`src/vcic_pkg.sv`:
```
package vcic_pkg;

  // ***********************************
  // register map
  // ***********************************
  localparam logic [15:0] VCIC_OFS_TYPE  = 16'h0004;
  localparam logic [15:0] VCIC_OFS_VMC   = 16'h0008;
  localparam logic [15:0] VCIC_OFS_MAINT = 16'h0010;

  // ***********************************
  // sizes and field layout
  // ***********************************
  localparam int VCIC_LIST_N   = 4;
  localparam int VCIC_PRIO_W   = 5;
  localparam int VCIC_ID_W     = 10;
  localparam int VCIC_GRP_W    = 3;
  localparam int VCIC_MASK_W   = 8;
  localparam int VCIC_MAINT_W  = 8;
  localparam int VCIC_COUNT_W  = 5;
  localparam int VCIC_EOIF_BIT = 0;

  // list entry state codes
  localparam logic [1:0] VCIC_ST_INACTIVE = 2'h0;
  localparam logic [1:0] VCIC_ST_PENDING  = 2'h1;
  localparam logic [1:0] VCIC_ST_ACTIVE   = 2'h2;
  localparam logic [1:0] VCIC_ST_ACT_PEND = 2'h3;

  // identifier returned for a hidden group 1 interrupt
  localparam logic [9:0] VCIC_ID_SPURIOUS_G1 = 10'h3FE;

  // type register contents
  localparam logic [2:0] VCIC_PRIO_BITS_M1 = 3'h4;
  localparam logic [2:0] VCIC_PREE_BITS_M1 = 3'h4;
  localparam logic [2:0] VCIC_IDW_16       = 3'h0;
  localparam logic [2:0] VCIC_IDW_24       = 3'h1;
  localparam logic       VCIC_SYSERR_SUPP  = 1'b0;
  localparam logic       VCIC_TOPAFF_VALID = 1'b0;
  localparam logic [4:0] VCIC_LIST_M1      = 5'h3;

  localparam logic [31:0] VCIC_ZERO32 = 32'h0000_0000;
  localparam logic [7:0]  VCIC_ZERO8  = 8'h00;

  // ***********************************
  // carriers
  // ***********************************
  typedef struct packed {
    logic [7:0] prio_mask;
    logic [2:0] bp0;
    logic [2:0] bp1;
    logic [7:0] rsv_hi;
    logic       eoi_mode;
    logic [3:0] rsv_lo;
    logic       cbpr;
    logic       fiq_en;
    logic       ack_ctl;
    logic       grp1_en;
    logic       grp0_en;
  } vcic_vmc_t;

  typedef struct packed {
    logic [2:0]  prio_bits;
    logic [2:0]  pree_bits;
    logic [2:0]  id_bits;
    logic        sys_err;
    logic        top_aff;
    logic [15:0] rsv;
    logic [4:0]  list_m1;
  } vcic_type_t;

  typedef struct packed {
    logic [1:0] state;
    logic       group;
    logic [4:0] prio;
    logic [9:0] id;
  } vcic_entry_t;

  // guest-side field update strobes and data
  typedef struct packed {
    logic       pmr_we;
    logic [7:0] pmr;
    logic       bpr_we;
    logic [2:0] bpr;
    logic       abpr_we;
    logic [2:0] abpr;
    logic       ctl_we;
    logic       eoi_mode;
    logic       cbpr;
    logic       fiq_en;
    logic       ack_ctl;
    logic       grp1_en;
    logic       grp0_en;
  } vcic_guest_t;

  typedef enum logic [1:0] {
    VCIC_BUS_IDLE = 2'b00,
    VCIC_BUS_RESP = 2'b01
  } vcic_bus_st_t;

endpackage : vcic_pkg

```
`src/vcic_ctrl.sv`:
```
`timescale 1ns/1ps
// Operation
// maintenance eoi flag is one exactly when any eoi status bit is one
// maintenance flags reset to zero
// only entries in plain pending state count as pending
// maintenance status readable at offset 0x0010
// guest writes to interface fields update the matching alias fields
// eight-bit priority mask in top byte; signal only higher priority
// group 0 binary point splits priority for group 0, group 1 if common
// group 1 binary point used for group 1 when common bit zero
// eoi mode zero drops and deactivates; one needs separate deactivate
// common bit selects group 1 binary point source
// group 0 signalled as fast interrupt when fast enable set
// group 1 highest pending reads 1022 unless acknowledge control set
// each group signalled only while its enable bit is one
// control fields may reset unknown; reserved ranges read zero
// virtual machine control readable and writable at offset 0x0008
// type top bits report priority bits minus one, at least five
// preemption bits minus one, at least five, not above priority bits
// identifier width code 000 for 16 bits, 001 for 24
// report system error support and top affinity support bits
// low five type bits report list entries minus one
// type register readable at offset 0x0004
// software uses these registers only when system access disabled
// maintenance interrupt needs a status bit set and control enable
// entry state codes inactive, pending, active, active and pending
// writes to read-only registers are ignored
module vcic_ctrl
  import vcic_pkg::*;
(
  // clock and reset
  input  wire logic                     clk_i,
  input  wire logic                     rst_i,
  // memory-mapped register port
  input  wire logic                     reg_sel_i,
  input  wire logic                     reg_wr_i,
  input  wire logic [15:0]              reg_addr_i,
  input  wire logic [31:0]              reg_wdata_i,
  output logic      [31:0]              reg_rdata_o,
  output logic                          reg_ack_o,
  // guest interface alias updates
  input  wire vcic_pkg::vcic_guest_t    guest_i,
  input  wire logic                     guest_eoi_i,
  input  wire logic                     guest_dir_i,
  input  wire logic [9:0]               guest_intid_i,
  // list entries and hypervisor state
  input  wire vcic_pkg::vcic_entry_t    entry_i [vcic_pkg::VCIC_LIST_N],
  input  wire logic [vcic_pkg::VCIC_LIST_N-1:0] eoi_status_i,
  input  wire logic [7:1]               maint_other_i,
  input  wire logic                     hyp_enable_i,
  input  wire logic [4:0]               running_prio_i,
  // outputs toward the processing element
  output logic                          virq_o,
  output logic                          vfiq_o,
  output logic      [9:0]               hp_intid_o,
  output logic                          hp_valid_o,
  output logic                          prio_drop_o,
  output logic                          deactivate_o,
  output logic      [9:0]               deact_intid_o,
  output logic                          maint_irq_o,
  output logic      [vcic_pkg::VCIC_LIST_N-1:0] pending_map_o
);
  import vcic_pkg::*;

  // ***********************************
  // state
  // ***********************************
  vcic_vmc_t           vmc;
  logic [7:0]          maint;
  vcic_bus_st_t        bus_st;

  // ***********************************
  // decode
  // ***********************************
  wire logic hit_type  = reg_addr_i == VCIC_OFS_TYPE;
  wire logic hit_vmc   = reg_addr_i == VCIC_OFS_VMC;
  wire logic hit_maint = reg_addr_i == VCIC_OFS_MAINT;
  wire logic bus_go    = reg_sel_i && (bus_st == VCIC_BUS_IDLE);
  wire logic vmc_bus_we = bus_go && reg_wr_i && hit_vmc;
  // bus write word viewed through the control layout, no bare bit positions
  wire vcic_vmc_t bus_vmc = vcic_vmc_t'(reg_wdata_i);

  wire vcic_type_t type_val = '{
    prio_bits: VCIC_PRIO_BITS_M1,
    pree_bits: VCIC_PREE_BITS_M1,
    id_bits:   VCIC_IDW_16,
    sys_err:   VCIC_SYSERR_SUPP,
    top_aff:   VCIC_TOPAFF_VALID,
    rsv:       16'h0000,
    list_m1:   VCIC_LIST_M1
  };

  wire logic [31:0] vmc_view = {vmc.prio_mask, vmc.bp0, vmc.bp1, VCIC_ZERO8,
                                vmc.eoi_mode, 4'h0, vmc.cbpr, vmc.fiq_en,
                                vmc.ack_ctl, vmc.grp1_en, vmc.grp0_en};

  wire logic [31:0] rd_mux = hit_type  ? type_val :
                             hit_vmc   ? vmc_view :
                             hit_maint ? {24'h000000, maint} :
                             VCIC_ZERO32;

  // ***********************************
  // pending scan
  // ***********************************
  logic [VCIC_LIST_N-1:0] pend;
  logic [VCIC_LIST_N-1:0] elig;
  genvar g;
  generate
    for (g = 0; g < VCIC_LIST_N; g++)
    begin : g_scan
      // active and pending does not count
      assign pend[g] = entry_i[g].state == VCIC_ST_PENDING;
      // lower value is higher priority; mask is 8-bit aligned to msb
      assign elig[g] = pend[g]
                       && ({entry_i[g].prio, 3'h0} < vmc.prio_mask)
                       && (entry_i[g].group ? vmc.grp1_en : vmc.grp0_en);
    end
  endgenerate

  // ***********************************
  // highest priority select
  // ***********************************
  logic       best_v;
  logic [4:0] best_p;
  logic [9:0] best_id;
  logic       best_g;
  always_comb
  begin
    best_v  = 1'b0;
    best_p  = 5'h1F;
    best_id = 10'h000;
    best_g  = 1'b0;
    for (int i = 0; i < VCIC_LIST_N; i++)
    begin
      if (elig[i] && (!best_v || entry_i[i].prio < best_p))
      begin
        best_v  = 1'b1;
        best_p  = entry_i[i].prio;
        best_id = entry_i[i].id;
        best_g  = entry_i[i].group;
      end
    end
  end

  // group priority from the binary point of the governing group
  wire logic [2:0] bp_sel = (best_g && !vmc.cbpr) ? vmc.bp1 : vmc.bp0;
  wire logic [7:0] gmask  = 8'hFE << bp_sel;
  wire logic [7:0] best_gp = {best_p, 3'h0} & gmask;
  wire logic [7:0] run_gp  = {running_prio_i, 3'h0} & gmask;
  wire logic preempt = best_v && (best_gp < run_gp);

  // group 0 goes out on the fast line only when selected
  wire logic next_vfiq = preempt && !best_g && vmc.fiq_en;
  wire logic next_virq = preempt && !(!best_g && vmc.fiq_en);
  // group 1 identity hidden unless acknowledge control set
  wire logic [9:0] next_hp = (best_g && !vmc.ack_ctl) ? VCIC_ID_SPURIOUS_G1 : best_id;

  // eoi flag follows eoi status directly
  wire logic [7:0] next_maint = {maint_other_i, |eoi_status_i};
  // deactivation by eoi only in mode zero, else by explicit write
  wire logic next_deact = (guest_eoi_i && !vmc.eoi_mode) || (guest_dir_i && vmc.eoi_mode);

  // ***********************************
  // registers
  // ***********************************
  // alias fields carry no reset; software restores them
  always_ff @(posedge clk_i)
  begin
    if (guest_i.pmr_we)
      vmc.prio_mask <= guest_i.pmr;
    else if (vmc_bus_we)
      vmc.prio_mask <= bus_vmc.prio_mask;
    if (guest_i.bpr_we)
      vmc.bp0 <= guest_i.bpr;
    else if (vmc_bus_we)
      vmc.bp0 <= bus_vmc.bp0;
    if (guest_i.abpr_we)
      vmc.bp1 <= guest_i.abpr;
    else if (vmc_bus_we)
      vmc.bp1 <= bus_vmc.bp1;
    if (guest_i.ctl_we)
    begin
      vmc.eoi_mode <= guest_i.eoi_mode;
      vmc.cbpr     <= guest_i.cbpr;
      vmc.fiq_en   <= guest_i.fiq_en;
      vmc.ack_ctl  <= guest_i.ack_ctl;
      vmc.grp1_en  <= guest_i.grp1_en;
      vmc.grp0_en  <= guest_i.grp0_en;
    end
    else if (vmc_bus_we)
    begin
      vmc.eoi_mode <= bus_vmc.eoi_mode;
      vmc.cbpr     <= bus_vmc.cbpr;
      vmc.fiq_en   <= bus_vmc.fiq_en;
      vmc.ack_ctl  <= bus_vmc.ack_ctl;
      vmc.grp1_en  <= bus_vmc.grp1_en;
      vmc.grp0_en  <= bus_vmc.grp0_en;
    end
    vmc.rsv_hi <= VCIC_ZERO8;
    vmc.rsv_lo <= 4'h0;
  end

  always_ff @(posedge clk_i)
  begin
    if (rst_i)
    begin
      maint         <= VCIC_ZERO8;
      bus_st        <= VCIC_BUS_IDLE;
      reg_rdata_o   <= VCIC_ZERO32;
      reg_ack_o     <= 1'b0;
      virq_o        <= 1'b0;
      vfiq_o        <= 1'b0;
      hp_intid_o    <= 10'h000;
      hp_valid_o    <= 1'b0;
      prio_drop_o   <= 1'b0;
      deactivate_o  <= 1'b0;
      deact_intid_o <= 10'h000;
      maint_irq_o   <= 1'b0;
      pending_map_o <= '0;
    end
    else
    begin
      maint         <= next_maint;
      // only with the hypervisor enable and a status bit up
      maint_irq_o   <= hyp_enable_i && (|maint);
      reg_ack_o     <= bus_go;
      if (bus_go && !reg_wr_i)
        reg_rdata_o <= rd_mux;
      bus_st        <= bus_go ? VCIC_BUS_RESP : VCIC_BUS_IDLE;
      virq_o        <= next_virq;
      vfiq_o        <= next_vfiq;
      hp_valid_o    <= best_v;
      hp_intid_o    <= best_v ? next_hp : 10'h000;
      prio_drop_o   <= guest_eoi_i;
      deactivate_o  <= next_deact;
      deact_intid_o <= guest_intid_i;
      pending_map_o <= pend;
    end
  end

endmodule : vcic_ctrl

```
`config.mk`:
```
export PLATFORM = sky130hd
export DESIGN_NAME = vcic_ctrl
export DESIGN_NICKNAME = d
export VERILOG_FILES = /design/src/vcic_pkg.sv /design/src/vcic_ctrl.sv
export SDC_FILE = /design/constraint.sdc
export NUM_CORES = 1
export LEC_CHECK = 0
export ABC_AREA = 1
export ABC_CLOCK_PERIOD_IN_PS = 6400
export BUFFER_PORTS_ARGS = -buffer_cell sky130_fd_sc_hd__buf_2
export CORE_ASPECT_RATIO = 0.6
export CORE_MARGIN = 10
export CORE_UTILIZATION = 30
export CTS_CLUSTER_DIAMETER = 60
export CTS_CLUSTER_SIZE = 24
export DETAILED_ROUTE_END_ITERATION = 12
export RECOVER_POWER = 50
export SLEW_MARGIN = 15
export SYNTH_ARGS = -nofsm -noshare
export SYNTH_HDL_FRONTEND = slang
export SYNTH_SLANG_ARGS = --single-unit
```
`constraint.sdc`:
```
create_clock -name clk_i -period 6.4 [get_ports clk_i]
set_input_delay 0.96 -clock clk_i [delete_from_list [all_inputs] [get_ports clk_i]]
set_output_delay 0.96 -clock clk_i [all_outputs]
set_load 0.01 [all_outputs]
```
==> impl_metrics.ini <==
[setup_path]
reg2reg_slack_ns = 0.31
path_common_cell = nand2_2
path_class = in2reg
crit_path_top_delay_cell = ha_1
cp_max_fo = 7
crit_arrival_ns = 6.53
cp_top_family = simple AND/OR/NAND/NOR gates
r2r-end = vfiq_o
worstSetupEndpointType = register
r2r-start = vmc[31]
cpPeakStageDelay_ns = 0.33
cp_num_buf_inv = 4
rr_worst_depth = 48
critPathRequiredTime_ns = 6.67
worst_setup_path_start_kind = input port

[sta]
rsz0062_at_grt = yes
timing.final.max_slew_violations = 0
finalCriticalPeriod_ns = 6.257
slew_headroom_pct = 36.00
hold_violations = 0
fmax_ghz = 0.1598
fin_tns_setup_ns = 0
max_slew.worst_pin.slew_ns = 0.9600
period_share_pct = 97.77
setup_violations = 0
timing.hold.ws_ns = 0.4639
clock_skew_ns = 0.007700
layout_setup_ws_ns = 0.1430

[power]
switchingPower_w = 0.0004526
intPower_w = 0.001001
vdd_drop_max_mv = 0.1556
power_density_nw_per_um2 = 207.5
clockPowerShare_pct = 34.3
p_leak_nw = 3.458
sequentialPowerShare_pct = 39.5
p_sw_share_pct = 31.13
combPwrFrac_pct = 26.2

[die]
io_pins = 240
die_h_um = 117.3
die_x_um = 182.2
dieArea_um2 = 21380
rows = 35
floorplan.initialDensity_pct = 30.73
core_um2 = 15410

[cts]
cts_buffers = 9
hold_buffers = 0
clock_latency_ns = 0.33
cts_htree_levels = 3
cts-root-buf = clkbuf_16
cts_tree = done
numClockSinks = 82
cts.path.max_buffers = 2
clk_pin_slew_ns = 0.06

[global_routing]
grt-ovfl-total = 0
met1_usage_pct = 21.76
grt-busiest-layer = met2
first_global_vias = 5109
grt.met3_usage_pct = 5.956
met2_usage_pct = 22.79
grt_max_degree = 47
grt_pass1_wl_um = 27340
grt_usage_pct = 15.68
antenna_found_initial = 2

[run_status]
status = completed

[cells_and_area]
nets = 1120
final_common_cell = buf_2
syn2layout_area_growth_pct = 47.97
drive_above_1_share_pct = 35.89
final_cell_mix = buf_2, nand2_1, inv_1

[synthesis]
ys_types = 42
syn-instance-count = 644
synth_edf_count = 20
synth_area_per_cell_um2 = 7.356
yosys_register_bits = 82
netlist_area_um2 = 4737
seq_area_frac_synth_pct = 38.88
ys.flop_type = dfxtp_1
ys_async_sr_fraction_pct = 0
ys_warn_count = 0

[routing]
vias = 5193
vias_per_cell = 4.645
first_iter_violations = 230
drt_pass1_iterations = 4
avgRoutedWirePerCell_um = 16.19
ant_nets = 0
wirelength_um = 18100
drc = 0

[worst_hold_path]
min_to = reg_rdata_o[30]
hold_depth = 2
hold_class = reg2reg
hp-start = reg_rdata_o[30]

[placement]
dpl_worst_slack_ns = -0.6311
dpl.hpwl_um = 14660
portBuffers = 218
place.gp.congestion = 0.8730

[run]
maxCapViolCount = 0
## repair_timing
| action | CTS | global route |
|---|---|---|
| pin swaps | 9 | 40 |
| setup endpoints to repair | 2 | 2 |
| gates resized for setup | 26 | 58 |
| setup buffers | 9 | 7 |
## logic make-up (layout without fill, tap and decap cells)
kind of cell / Yosys count / count (layout) / synth area share, %
AND/OR/NAND/NOR: 328 / 328 / 30.72
buffers and inverters: 106 / 368 / 9.324
AO/OA/AOI/OAI: 93 / 93 / 12.02
flip-flops: 82 / 82 / 38.88
adder cells (fa/ha/maj): 34 / 34 / 8.980
other: 1 / 10 / 0.07916
## worst max-delay path by stage
stage	startpoint	endpoint	slack, ns	cells after the start
6_report	entry_i[68]	vfiq_o	0.14	48
5_1_grt	entry_i[64]	vfiq_o	-0.25	53
4_1_cts	entry_i[64]	virq_o	0.001	54
3_5_place_dp	entry_i[64]	vfiq_o	-0.63	52
3_3_place_gp	entry_i[64]	virq_o	-0.48	51
2_1_floorplan	entry_i[68]	vfiq_o	0.02	49
## through the flow
stage / utilization (%) / total power [W] / std cells / instance area [µm²]
6_report: 45.47 / 0.001454 / 1118 / 7009
5_1_grt: 45.45 / 0.001541 / 1117 / 7007
4_1_cts: 43.68 / 0.001417 / 1111 / 6733
3_5_place_dp: 40.83 / 0.0008927 / 1086 / 6294
3_3_place_gp: 40.83 / 0.0008891 / 1086 / 6294
2_1_floorplan: - / 0.0007465 / 652 / 4797
## registers in the layout, indices dropped and copies added (netlist names)
register	flops
pending_map_o	4
prio_drop_o	1
reg_ack_o	1
hp_valid_o	1
reg_rdata_o	23
virq_o	1
deactivate_o	1
deact_intid_o	10
maint_irq_o	1
vfiq_o	1
vmc	20
hp_intid_o	10
maint	8
## worst register-to-register path: cells and delay by family (launching register included)
kind	cells	cell delay, ns
and+or+nand+nor	31	2.76
buffers and inverters	4	0.39
DFF	1	0.42
adders and majority gates	5	1.22
AOI/OAI and AO/OA	8	1.26
## layout make-up
type / count / area (µm²)
tap: 203 / 254.0
sequential: 82 / 1842
multi-input combinational: 464 / 2838
fill: 1557 / 8406
timing repair buffer: 275 / 1501
inverter: 77 / 289.0
clock inverter: 7 / 57.56
clock buffer: 9 / 225.2
antenna: 1 / 2.502
## cells in the mapped netlist, types with 2 or more instances
master    count  area, µm²
nand2_1     173      649.4
nand3_1      59      295.3
clkbuf_1     14      52.55
a31oi_1       9      56.30
nor2_1       54      202.7
inv_2         2      7.510
buf_4         9      67.56
nand2_4       3      33.78
o21ai_1       2      10.01
nand3b_1      2      15.01
nand3_2       2      20.02
o21ai_0      19      95.09
inv_1        70      262.8
buf_2         2      10.01
o22ai_1       2      12.51
buf_1         3      11.26
o211ai_1     14      105.1
o21a_1        6      45.04
dfxtp_1      62       1241
a211oi_1      2      15.01
nand2_2       6      37.54
edfxtp_1     20      600.6
nand4_1       6      37.54
a21oi_1      32      160.2
o2111a_1      3      33.78
clkinv_1      5      18.77
nor3_1       10      50.05
ha_1         34      425.4
nor4_1        6      37.54
## power by group through the flow
stage | sequential [W] | combinational [W] | clock [W]
floorplan | 0.000587 | 0.000160 | 0
CTS | 0.000574 | 0.000327 | 0.000516
global route | 0.000578 | 0.000426 | 0.000537
finish | 0.000575 | 0.000381 | 0.000498
detailed placement | 0.000585 | 0.000307 | 0
global placement | 0.000585 | 0.000304 | 0
## layer usage
| layer | wire length [µm] | share of wire (%) |
|---|---|---|
| met4 | 100 | 0.55 |
| met3 | 1666 | 9.2 |
| met1 | 8855 | 49 |
| met2 | 7464 | 41 |
| met5 | 13 | 0.072 |
Note: power is estimated with default switching activity, not from simulation.
